### config.mk
export PLATFORM = sky130hd
export DESIGN_NAME = bsfu_unit
export DESIGN_NICKNAME = d
export VERILOG_FILES = /design/src/verilog/bsfu_pkg.sv /design/src/verilog/bsfu_unit.sv
export SDC_FILE = /design/constraint.sdc
export NUM_CORES = 1
export LEC_CHECK = 0
export ABC_AREA = 0
export BUFFER_PORTS_ARGS = -buffer_cell sky130_fd_sc_hd__buf_2
export CAP_MARGIN = 40
export CORE_MARGIN = 3
export CORE_UTILIZATION = 45
export CTS_CLUSTER_SIZE = 12
export DETAILED_ROUTE_END_ITERATION = 8
export HOLD_SLACK_MARGIN = 0.02
export PLACE_DENSITY_LB_ADDON = 0.3
export SETUP_SLACK_MARGIN = 0.15
export SYNTH_ARGS = -nofsm -noshare
export SYNTH_HDL_FRONTEND = slang
export SYNTH_SLANG_ARGS = --single-unit
### constraint.sdc
create_clock -name clk_sys_i -period 4.7 [get_ports clk_sys_i]
set_input_delay 0.705 -clock clk_sys_i [delete_from_list [all_inputs] [get_ports clk_sys_i]]
set_output_delay 0.705 -clock clk_sys_i [all_outputs]
set_load 0.01 [all_outputs]
### src/verilog/bsfu_pkg.sv
package bsfu_pkg;
    // Status register bit positions.
    localparam int FLAG_C = 0;
    localparam int FLAG_Z = 1;
    localparam int FLAG_N = 2;
    localparam int FLAG_V = 3;
    localparam int FLAG_S = 4;
    localparam int FLAG_H = 5;
    localparam int FLAG_T = 6;
    localparam int FLAG_I = 7;

    // Register port map.
    localparam logic [3:0] STATUS_OFF = 4'h0;
    localparam logic [7:0] STATUS_RST = 8'h00;

    // Cycle counts per instruction class.
    localparam int CYC_ONE = 1;
    localparam int CYC_TWO = 2;

    typedef enum logic [4:0] {
        OP_BRANCH_OVERFLOW_CLEAR = 5'h00,
        OP_BRANCH_IRQ_ENABLED = 5'h01,
        OP_BRANCH_IRQ_DISABLED = 5'h02,
        OP_SET_IO_BIT = 5'h03,
        OP_CLEAR_IO_BIT = 5'h04,
        OP_LOGICAL_SHIFT_LEFT = 5'h05,
        OP_LOGICAL_SHIFT_RIGHT = 5'h06,
        OP_ROTATE_LEFT_CARRY = 5'h07,
        OP_ROTATE_RIGHT_CARRY = 5'h08,
        OP_ARITH_SHIFT_RIGHT = 5'h09,
        OP_SWAP_NIBBLES = 5'h0a,
        OP_FLAG_SET_OP = 5'h0b,
        OP_FLAG_CLEAR_OP = 5'h0c,
        OP_STORE_BIT_TO_TRANSFER = 5'h0d,
        OP_LOAD_BIT_FROM_TRANSFER = 5'h0e,
        OP_SET_CARRY = 5'h0f,
        OP_CLEAR_CARRY = 5'h10
    } bsfu_op_e;

    typedef enum logic [1:0] {
        ST_IDLE = 2'b01,
        ST_HOLD = 2'b10
    } bsfu_state_e;

    typedef struct packed {
        bsfu_state_e state;
        logic hold_io;
        logic busy;
        logic done;
        logic [15:0] pc;
        logic pc_load;
        logic [4:0] io_addr;
        logic [7:0] io_data;
        logic io_wr;
        logic [4:0] rd_addr;
        logic [7:0] rd_data;
        logic rd_wr;
        logic [7:0] status;
        logic [7:0] rdata;
    } bsfu_regs_s;

    localparam bsfu_regs_s REGS_RST = '{
        state: ST_IDLE,
        hold_io: 1'b0,
        busy: 1'b0,
        done: 1'b0,
        pc: 16'h0000,
        pc_load: 1'b0,
        io_addr: 5'h00,
        io_data: 8'h00,
        io_wr: 1'b0,
        rd_addr: 5'h00,
        rd_data: 8'h00,
        rd_wr: 1'b0,
        status: STATUS_RST,
        rdata: 8'h00
    };
endpackage : bsfu_pkg

### src/verilog/bsfu_unit.sv
// How it works
// [RL1] Branch when overflow clear: PC plus k plus one.
// [RL2] Branch when interrupts enabled, flags untouched.
// [RL3] Branch when interrupts disabled, flags untouched.
// [RL4] Set chosen I/O bit, two cycles.
// [RL5] Clear chosen I/O bit, two cycles.
// [RL6] Shift left, zero in, four flags.
// [RL7] Shift right, zero in, four flags.
// [RL8] Rotate left through carry, four flags.
// [RL9] Rotate right through carry, four flags.
// [RL10] Arithmetic right shift keeps sign bit.
// [RL11] Copy register bit into transfer flag.
// [RL12] Copy transfer flag into register bit.
// [RL13] Swap nibbles, no flag changes.
// [RL14] Set or clear chosen status bit; carry variants.
`timescale 1ns/10ps
module bsfu_unit (
    // Clock and reset.
    input wire logic clk_sys_i,
    input wire logic rst_b_i,
    // Instruction from the decoder.
    input wire logic op_valid_i,
    input wire bsfu_pkg::bsfu_op_e op_i,
    input wire logic [7:0] opd_i,
    input wire logic [4:0] rd_addr_i,
    input wire logic [2:0] bit_sel_i,
    input wire logic [6:0] offset_i,
    input wire logic [15:0] pc_i,
    input wire logic [4:0] io_addr_i,
    input wire logic [7:0] io_data_i,
    // Completion and results.
    output logic busy_o,
    output logic done_o,
    output logic [15:0] pc_o,
    output logic pc_load_o,
    output logic [4:0] io_addr_o,
    output logic [7:0] io_data_o,
    output logic io_wr_o,
    output logic [4:0] rd_addr_o,
    output logic [7:0] rd_data_o,
    output logic rd_wr_o,
    output logic [7:0] status_o,
    // Register port.
    input wire logic [3:0] reg_addr_i,
    input wire logic [7:0] reg_wdata_i,
    input wire logic reg_wr_i,
    input wire logic reg_rd_i,
    output logic [7:0] reg_rdata_o
);

    bsfu_pkg::bsfu_regs_s r;
    bsfu_pkg::bsfu_regs_s next_r;
    logic op_take;
    logic [15:0] br_target;
    logic [7:0] bit_mask;
    logic [7:0] sh_res;
    logic sh_cy;
    logic is_shift;

    assign op_take = op_valid_i && (r.state == bsfu_pkg::ST_IDLE);
    assign br_target = pc_i + {{9{offset_i[6]}}, offset_i} + 16'h0001;
    assign bit_mask = 8'h01 << bit_sel_i;

    always_comb begin
        next_r = r;
        next_r.done = 1'b0;
        next_r.pc_load = 1'b0;
        next_r.io_wr = 1'b0;
        next_r.rd_wr = 1'b0;
        next_r.rdata = 8'h00;
        sh_res = 8'h00;
        sh_cy = 1'b0;
        is_shift = 1'b0;
        if (reg_rd_i && reg_addr_i == bsfu_pkg::STATUS_OFF) begin
            next_r.rdata = r.status;
        end
        // A software write lands first; an instruction's flag update then overrides the bits it owns.
        if (reg_wr_i && reg_addr_i == bsfu_pkg::STATUS_OFF) begin
            next_r.status = reg_wdata_i;
        end
        unique case (r.state)
            bsfu_pkg::ST_HOLD: begin
                next_r.state = bsfu_pkg::ST_IDLE;
                next_r.busy = 1'b0;
                next_r.done = 1'b1;
                if (r.hold_io) begin
                    next_r.io_wr = 1'b1; // see [RL4] see [RL5]
                end else begin
                    next_r.pc_load = 1'b1; // see [RL1] see [RL2] see [RL3]
                end
            end
            bsfu_pkg::ST_IDLE: begin
                if (op_take) begin
                    next_r.done = 1'b1;
                    next_r.rd_addr = rd_addr_i;
                    unique case (op_i)
                        bsfu_pkg::OP_BRANCH_OVERFLOW_CLEAR,
                        bsfu_pkg::OP_BRANCH_IRQ_ENABLED,
                        bsfu_pkg::OP_BRANCH_IRQ_DISABLED: begin
                            next_r.pc = br_target;
                            if ((op_i == bsfu_pkg::OP_BRANCH_OVERFLOW_CLEAR && !r.status[bsfu_pkg::FLAG_V]) ||
                                (op_i == bsfu_pkg::OP_BRANCH_IRQ_ENABLED && r.status[bsfu_pkg::FLAG_I]) ||
                                (op_i == bsfu_pkg::OP_BRANCH_IRQ_DISABLED && !r.status[bsfu_pkg::FLAG_I])) begin
                                // A taken branch spends a second cycle before the PC load.
                                next_r.state = bsfu_pkg::ST_HOLD; // see [RL1] see [RL2] see [RL3]
                                next_r.busy = 1'b1;
                                next_r.hold_io = 1'b0;
                                next_r.done = 1'b0;
                            end
                        end
                        bsfu_pkg::OP_SET_IO_BIT,
                        bsfu_pkg::OP_CLEAR_IO_BIT: begin
                            next_r.io_addr = io_addr_i;
                            if (op_i == bsfu_pkg::OP_SET_IO_BIT) begin
                                next_r.io_data = io_data_i | bit_mask; // see [RL4]
                            end else begin
                                next_r.io_data = io_data_i & ~bit_mask; // see [RL5]
                            end
                            next_r.state = bsfu_pkg::ST_HOLD;
                            next_r.busy = 1'b1;
                            next_r.hold_io = 1'b1;
                            next_r.done = 1'b0;
                        end
                        bsfu_pkg::OP_LOGICAL_SHIFT_LEFT: begin
                            sh_res = {opd_i[6:0], 1'b0}; // see [RL6]
                            sh_cy = opd_i[7];
                            is_shift = 1'b1;
                        end
                        bsfu_pkg::OP_LOGICAL_SHIFT_RIGHT: begin
                            sh_res = {1'b0, opd_i[7:1]}; // see [RL7]
                            sh_cy = opd_i[0];
                            is_shift = 1'b1;
                        end
                        bsfu_pkg::OP_ROTATE_LEFT_CARRY: begin
                            sh_res = {opd_i[6:0], r.status[bsfu_pkg::FLAG_C]}; // see [RL8]
                            sh_cy = opd_i[7];
                            is_shift = 1'b1;
                        end
                        bsfu_pkg::OP_ROTATE_RIGHT_CARRY: begin
                            sh_res = {r.status[bsfu_pkg::FLAG_C], opd_i[7:1]}; // see [RL9]
                            sh_cy = opd_i[0];
                            is_shift = 1'b1;
                        end
                        bsfu_pkg::OP_ARITH_SHIFT_RIGHT: begin
                            sh_res = {opd_i[7], opd_i[7:1]}; // see [RL10]
                            sh_cy = opd_i[0];
                            is_shift = 1'b1;
                        end
                        bsfu_pkg::OP_SWAP_NIBBLES: begin
                            next_r.rd_data = {opd_i[3:0], opd_i[7:4]}; // see [RL13]
                            next_r.rd_wr = 1'b1;
                        end
                        bsfu_pkg::OP_FLAG_SET_OP: begin
                            next_r.status[bit_sel_i] = 1'b1; // see [RL14]
                        end
                        bsfu_pkg::OP_FLAG_CLEAR_OP: begin
                            next_r.status[bit_sel_i] = 1'b0; // see [RL14]
                        end
                        bsfu_pkg::OP_STORE_BIT_TO_TRANSFER: begin
                            next_r.status[bsfu_pkg::FLAG_T] = opd_i[bit_sel_i]; // see [RL11]
                        end
                        bsfu_pkg::OP_LOAD_BIT_FROM_TRANSFER: begin
                            next_r.rd_data = r.status[bsfu_pkg::FLAG_T] ?
                                (opd_i | bit_mask) : (opd_i & ~bit_mask); // see [RL12]
                            next_r.rd_wr = 1'b1;
                        end
                        bsfu_pkg::OP_SET_CARRY: begin
                            next_r.status[bsfu_pkg::FLAG_C] = 1'b1; // see [RL14]
                        end
                        bsfu_pkg::OP_CLEAR_CARRY: begin
                            next_r.status[bsfu_pkg::FLAG_C] = 1'b0; // see [RL14]
                        end
                        default: begin
                            // Undefined codes retire in one cycle and change nothing but the latched rd_addr.
                            next_r.done = 1'b1;
                        end
                    endcase
                    if (is_shift) begin
                        // Overflow follows the usual N xor C convention for shifts.
                        next_r.rd_data = sh_res; // see [RL6] see [RL7] see [RL8] see [RL9] see [RL10]
                        next_r.rd_wr = 1'b1;
                        next_r.status[bsfu_pkg::FLAG_Z] = (sh_res == 8'h00);
                        next_r.status[bsfu_pkg::FLAG_C] = sh_cy;
                        next_r.status[bsfu_pkg::FLAG_N] = sh_res[7];
                        next_r.status[bsfu_pkg::FLAG_V] = sh_res[7] ^ sh_cy;
                    end
                end
            end
        endcase
    end

    always_ff @(posedge clk_sys_i) begin
        if (!rst_b_i) begin
            r <= bsfu_pkg::REGS_RST;
        end else begin
            r <= next_r;
        end
    end

    assign busy_o = r.busy;
    assign done_o = r.done;
    assign pc_o = r.pc;
    assign pc_load_o = r.pc_load;
    assign io_addr_o = r.io_addr;
    assign io_data_o = r.io_data;
    assign io_wr_o = r.io_wr;
    assign rd_addr_o = r.rd_addr;
    assign rd_data_o = r.rd_data;
    assign rd_wr_o = r.rd_wr;
    assign status_o = r.status;
    assign reg_rdata_o = r.rdata;
endmodule : bsfu_unit

==> impl_metrics.csv, run 1 <==
group,metric,value,unit
clock_tree,cts_buffers,9,
grt,grt_max_degree,35,
critical_path,worst-setup-path-type,"primary input to flip-flop",
critical_path,r2r_start,"r[64]",
logic_synthesis,synth-adder-area-share,4.76,%
timing,finalSetupViolCount,0,
logic_synthesis,yosys_warnings,0,
power,vdd_drop_max,0.167,mV
timing,worst_slack,2.05,ns
floorplanning,fp-row-count,35,
floorplanning,dieArea,10900,µm²
power,power.density,279,nW/µm²
timing,hold_violations,0,
logic_synthesis,synth_area_leaders,"dfxtp_1 (30%), buf_4 (10%), mux2i_1 (9.0%), ha_1 (4.3%), nor2_1 (4.0%)",
clock_tree,hold_buffers,0,
clock_tree,insertion_delay,0.34,ns
min_path,min_path_cells,1,
drt,post_drt_wl_per_cell,14.7,µm
timing,fin_tns_setup,0,ns
critical_path,crit_fanout,4,
logic_synthesis,synth_top_family_by_area,"simple AND/OR/NAND/NOR gates",
power,total_power,0.00137,W
floorplanning,io_pins,137,
logic_synthesis,ys.flop_type,"dfxtp_1",
critical_path,crit_top_cell,"inv_1",
logic_synthesis,synth-edff-count,0,
critical_path,critical_path_required,4.92,ns
drt,ant_nets,0,
logic_synthesis,synth_cells,526,
drt,routed_wirelength,10700,µm
grt,track_usage,19.3,%
logic_synthesis,seq_area_frac_synth,29.9,%
clock_tree,cts-resized-gates,0,
critical_path,arrival,2.88,ns
timing,finalCritPeriodShare,56.5,%
timing,tightest_slew,0.807,ns
drt,vias_per_cell,5.34,
logic_synthesis,syn_area,4360,µm²
critical_path,critPathSlowestCell,"or4_4",
placement,pre_cts_ws,1.69,ns
floorplanning,start_util,46.7,%
logic_synthesis,yosys.area_share.simple,21.2,%
clock_tree,postCtsSetupRepairBufs,0,
power,power.leakage,2.25,nW
logic_synthesis,synth_top_area_share,29.9,%
min_path,min-delay-start,"r[63]",
logic_synthesis,yosys.area_share.xor_xnor,1.41,%
timing,rsz0062_at_grt,"no",
run_status,status,"finished clean",
finish,area_growth_syn_to_layout,12.3,%
critical_path,reg2reg_depth,6,
min_path,min_path_type,"flip-flop to flip-flop",
timing,slew_violations,0,
logic_synthesis,synth_mux_area_share,10.5,%
timing,slew_headroom,45.8,%
placement,port_buffers,136,
drt,drtPass1Iterations,5,
timing,max_freq,377,MHz
logic_synthesis,ys_ff_latch,65,
floorplanning,coreArea,9330,µm²
critical_path,cp-start-kind,"primary input",
clock_tree,cts_tree,"yes",
critical_path,end_kind,"flip-flop",
logic_synthesis,syn_nets,616,
finish,nNetsFinal,679,
run,max-cap-violations,0,
drt,dr.first_iter.drc_count,179,
drt,post-route-drc-count,0,
placement,gp_congestion,0.912,
grt,grt_pass1_wl,17600,µm
logic_synthesis,post_synth_num_cell_types,66,
critical_path,max_stage_delay,0.49,ns
finish,layout-drive-gt1-share,29.3,%
logic_synthesis,synth_compound_area_share,17.9,%
grt,grt_pass1_vias,3556,
finish,diodes,0,
grt,antenna_found_initial,0,
timing,min_period,2.65,ns
critical_path,crit_path_start,"offset_i[0]",
clock_tree,clockBufferDepth,2,
placement,dp_hpwl,8170,µm
logic_synthesis,post_synth.cell_area_avg,8.29,µm²
logic_synthesis,async_flop_share,0,%
clock_tree,cts.sinks,65,
clock_tree,h-tree-depth,3,
critical_path,crit_chain,"buf_2 -> inv_1 -> ha_1 -> inv_1 -> fa_1 -> a21o_1 -> a21oi_4 -> o21ai_2 -> a41o_1 -> and3b_1 -> or4_4",
timing,fin_skew,0.00854,ns
clock_tree,clkSlewWorstSetupHoldPaths,0.08,ns
logic_synthesis,yosys.area.top_type,"dfxtp_1",
grt,grt_overflow,0,
clock_tree,cts_root_buffer,"clkbuf_8",
floorplanning,fp.dieH,104,µm
finish,fillers,867,
drt,vias,3860,
floorplanning,die_x,104,µm
-- stage by stage --
step	cells	util (%)	area [µm²]	hold WS [ns]
floorplan	526	-	4360	0.416
global placement	706	49.9	4650	0.438
detailed placement	707	50.0	4670	0.444
CTS	723	52.5	4890	0.460
global route	723	52.5	4890	0.482
finish	723	52.5	4890	0.455
-- critical path, delay by kind of cell --
family / cells / cell delay, ns
fa+ha+maj: 2 / 0.57
buf+inv: 3 / 0.20
simple gates: 2 / 0.66
compound gates: 4 / 0.73
-- cell usage in the layout (no fill, tap or decap), types with 3 or more instances in the layout --
cell and instances:
nand3_1 15, dfxtp_1 65, a21oi_1 34, inv_1 11, o21ai_0 25, nor3b_1 6
nand4_1 4, buf_4 4, a211oi_1 11, a222oi_1 5, nand2_1 44, ha_1 15
and2_1 10, and3_1 3, mux2i_1 39, nand4b_1 3, xnor2_1 6, nand2b_1 5
nor3_1 8, a31oi_1 11, clkbuf_8 9, nor2b_1 3, buf_2 136, a22oi_1 3
nor4_1 3, clkinv_4 4, o211ai_1 6, nor2_1 47, a21o_1 5, nand3b_1 5
-- per-layer routing --
layer  part of all wire (%)  track usage (%)
met4                   0.80             4.27
met3                    6.8             4.97
met1                     45             25.4
met2                     48             31.7
met5                      0                0
-- synthesized netlist by cell type, types with 8 or more instances --
cell / instances
o21ai_0: 25
a211oi_1: 11
clkbuf_1: 12
inv_1: 11
nor2_1: 47
a31oi_1: 11
buf_2: 13
nand2_1: 44
nand3_1: 15
mux2i_1: 39
ha_1: 15
buf_4: 60
dfxtp_1: 65
and2_1: 10
nor3_1: 8
a21oi_1: 34
-- logic make-up (layout without fill, tap and decap cells) --
logic type                 count (synthesis)  after routing
DFF                                       65             65
AOI/OAI and AO/OA                        119            119
and+or+nand+nor                          176            176
adders and majority gates                 16             16
muxes                                     43             43
xor gates and xnor gates                   7              7
buffers and inverters                    100            168
-- power by group --
part / internal, W / total (W) / switching [W]
Combinational: 0.000109 / 0.000255 / 0.000146
Clock: 0.000304 / 0.000540 / 0.000236
Sequential: 0.000564 / 0.000572 / 0.00000830
-- cell type report --
| cell class | count | area (µm²) | area share [%] |
|---|---|---|---|
| Multi-Input combinational cell | 361 | 2440 | 49.8 |
| Sequential cell | 65 | 1300 | 26.6 |
| Tap cell | 129 | 161 | 3.30 |
| Timing Repair Buffer | 141 | 726 | 14.8 |
| Clock buffer | 9 | 124 | 2.53 |
| Clock inverter | 7 | 104 | 2.12 |
| Inverter | 11 | 41.3 | 0.844 |
-- registers in the layout (all words and copies together) (netlist names) --
register	cells
done_o	1
pc_o	16
io_wr_o	1
rd_data_o	8
rd_wr_o	1
io_addr_o	5
io_data_o	8
pc_load_o	1
r	3
reg_rdata_o	8
rd_addr_o	5
status_o	8
-- worst paths after layout --
check | end | slack, ns
worst max-delay path | pc_o[14] | 2.05
worst min-delay path | pc_load_o | 0.45
worst max register to register | pc_o[14] | 2.14
worst min register to register | pc_load_o | 0.45
Note: power is estimated with default switching activity, not from simulation.
==> inputs of run 2 (changes only) <==
==> constraint.sdc (replaced) <==
create_clock -name clk_sys_i -period 2.2 [get_ports clk_sys_i]
set_input_delay 0.33 -clock clk_sys_i [delete_from_list [all_inputs] [get_ports clk_sys_i]]
set_output_delay 0.33 -clock clk_sys_i [all_outputs]
set_load 0.01 [all_outputs]
==> impl_metrics.csv, run 2 (same netlist as run 1, synthesis figures left out) <==
group,metric,value,unit
drt,post-route-drc-count,0,
finish,fillers,879,
finish,nNetsFinal,704,
clock_tree,cts_root_buffer,"clkbuf_8",
finish,layout_common_cells,"buf_2 (135), dfxtp_1 (65), nor2_1 (47)",
floorplanning,coreArea,9330,µm²
grt,grt_max_degree,38,
critical_path,critPathSlowestCell,"or4_4",
floorplanning,start_util,46.7,%
timing,finalCritPeriodShare,92.3,%
finish,diodes,0,
timing,slew_violations,0,
timing,tightest_slew,0.519,ns
timing,finalSetupViolCount,0,
timing,fin_skew,0.0131,ns
floorplanning,dieArea,10900,µm²
timing,hold_violations,0,
critical_path,crit-reg2reg-capture,"pc_o[11]",
critical_path,end_kind,"flip-flop",
grt,grt_overflow,0,
clock_tree,cts_buffers,9,
grt,track_usage,19.9,%
floorplanning,die_x,104,µm
floorplanning,io_pins,137,
grt,grt_pass1_vias,3714,
grt,antenna_found_initial,0,
floorplanning,fp-row-count,35,
finish,multi_input_area,2450,µm²
clock_tree,cts.sinks,65,
placement,port_buffers,136,
grt,grt_pass1_wl,17900,µm
critical_path,cp-start-kind,"primary input",
clock_tree,cts_tree,"yes",
critical_path,r2r_start,"r[65]",
drt,drtPass1Iterations,6,
finish,largest_reg_flops,16,
placement,gp_congestion,0.856,
critical_path,crit_chain,"buf_4 -> inv_12 -> ha_4 -> inv_2 -> fa_2 -> a21o_1 -> a21oi_4 -> o21ai_2 -> a41o_1 -> and3b_1 -> or4_4",
floorplanning,fp.dieH,104,µm
min_path,min_path_cells,3,
clock_tree,h-tree-depth,3,
min_path,min-delay-start,"io_addr_i[1]",
placement,dp_hpwl,8400,µm
finish,fin_cells,747,
power,power.density,579,nW/µm²
finish,layout-drive-gt1-share,32.5,%
drt,dr.first_iter.drc_count,314,
timing,min_period,2.03,ns
timing,max_freq,492,MHz
power,vdd_drop_max,0.468,mV
clock_tree,hold_buffers,0,
min_path,min_path_type,"primary input to flip-flop",
critical_path,arrival,2.24,ns
power,total_power,0.00295,W
run,max-cap-violations,0,
finish,layout_commonest_cell,"buf_2",
critical_path,reg2reg_depth,7,
min_path,hold_end,"io_addr_o[1]",
timing,slew_headroom,65.4,%
clock_tree,insertion_delay,0.34,ns
clock_tree,clkSlewWorstSetupHoldPaths,0.07,ns
finish,regArea,1300,µm²
placement,place_inst,730,
clock_tree,clockBufferDepth,2,
critical_path,critical_path_required,2.41,ns
drt,post_drt_wl_per_cell,14.9,µm
drt,routed_wirelength,11100,µm
critical_path,max_stage_delay,0.40,ns
drt,ant_nets,0,
critical_path,rrSetupSlack,0.53,ns
drt,vias,3999,
timing,rsz0062_at_grt,"yes",
drt,vias_per_cell,5.35,
power,power.leakage,2.37,nW
finish,area_growth_syn_to_layout,16.8,%
critical_path,worst-setup-path-type,"primary input to flip-flop",
run_status,status,"finished clean",
critical_path,crit_fanout,2,
run 2: repair_timing:
| item | CTS | global route |
|---|---|---|
| gates resized for setup | 1 | 0 |
| buffers inserted | 2 | 0 |
| cloned | 0 | 0 |
| pin swaps | 3 | 1 |
| endpoints found under the setup margin | 1 | 1 |
run 2: power by group:
part	internal, W	switching, W	total, W
clock	0.000663	0.000458	0.00112
sequential	0.00121	0.0000189	0.00122
combinational	0.000273	0.000327	0.000600
run 2: through the flow:
step	TNS, ns	setup slack, ns	hold slack, ns	util, %	cell area (µm²)
after floorplan	-0.0332	-0.0332	0.416	-	4390
after global placement	-0.275	-0.233	0.432	52.1	4860
after detailed placement	-0.378	-0.259	0.442	52.1	4860
after CTS	0	0.159	0.212	54.6	5090
after global routing	0	0.0959	0.231	54.6	5090
final	0	0.169	0.222	54.6	5090
run 2: worst max path at each step:
stage | cells after the start | end | slack, ns | from
after floorplan | 10 | pc_o[14] | -0.03 | pc_i[0]
after global placement | 11 | pc_o[14] | -0.23 | pc_i[0]
after detailed placement | 11 | pc_o[14] | -0.26 | pc_i[0]
after CTS | 11 | pc_o[14] | 0.16 | pc_i[0]
after global routing | 11 | pc_o[14] | 0.1 | pc_i[0]
final | 11 | pc_o[14] | 0.17 | pc_i[0]
run 2: final cells by class:
cell class | count | area share, %
multi-input cells | 361 | 48.1
clock buffers | 12 | 2.85
repair buffers | 166 | 17.8
inverters | 11 | 1.16
clock inverters | 3 | 1.28
well taps | 129 | 3.17
flip-flops and latches | 65 | 25.6
run 2: critical path, delay by kind of cell:
| kind | cells | cell delay [ns] |
|---|---|---|
| AOI/OAI and AO/OA | 4 | 0.66 |
| adders and majority gates | 2 | 0.46 |
| buffers and inverters | 3 | 0.22 |
| and+or+nand+nor | 2 | 0.57 |
run 2: layer usage:
metal	GRT usage, %	up-vias	wire length [µm]
met2	32.1	147	5250
met1	26.0	1835	4930
met4	7.98	0	182
met3	4.22	15	769
met5	0	-	0
li1	-	2002	-
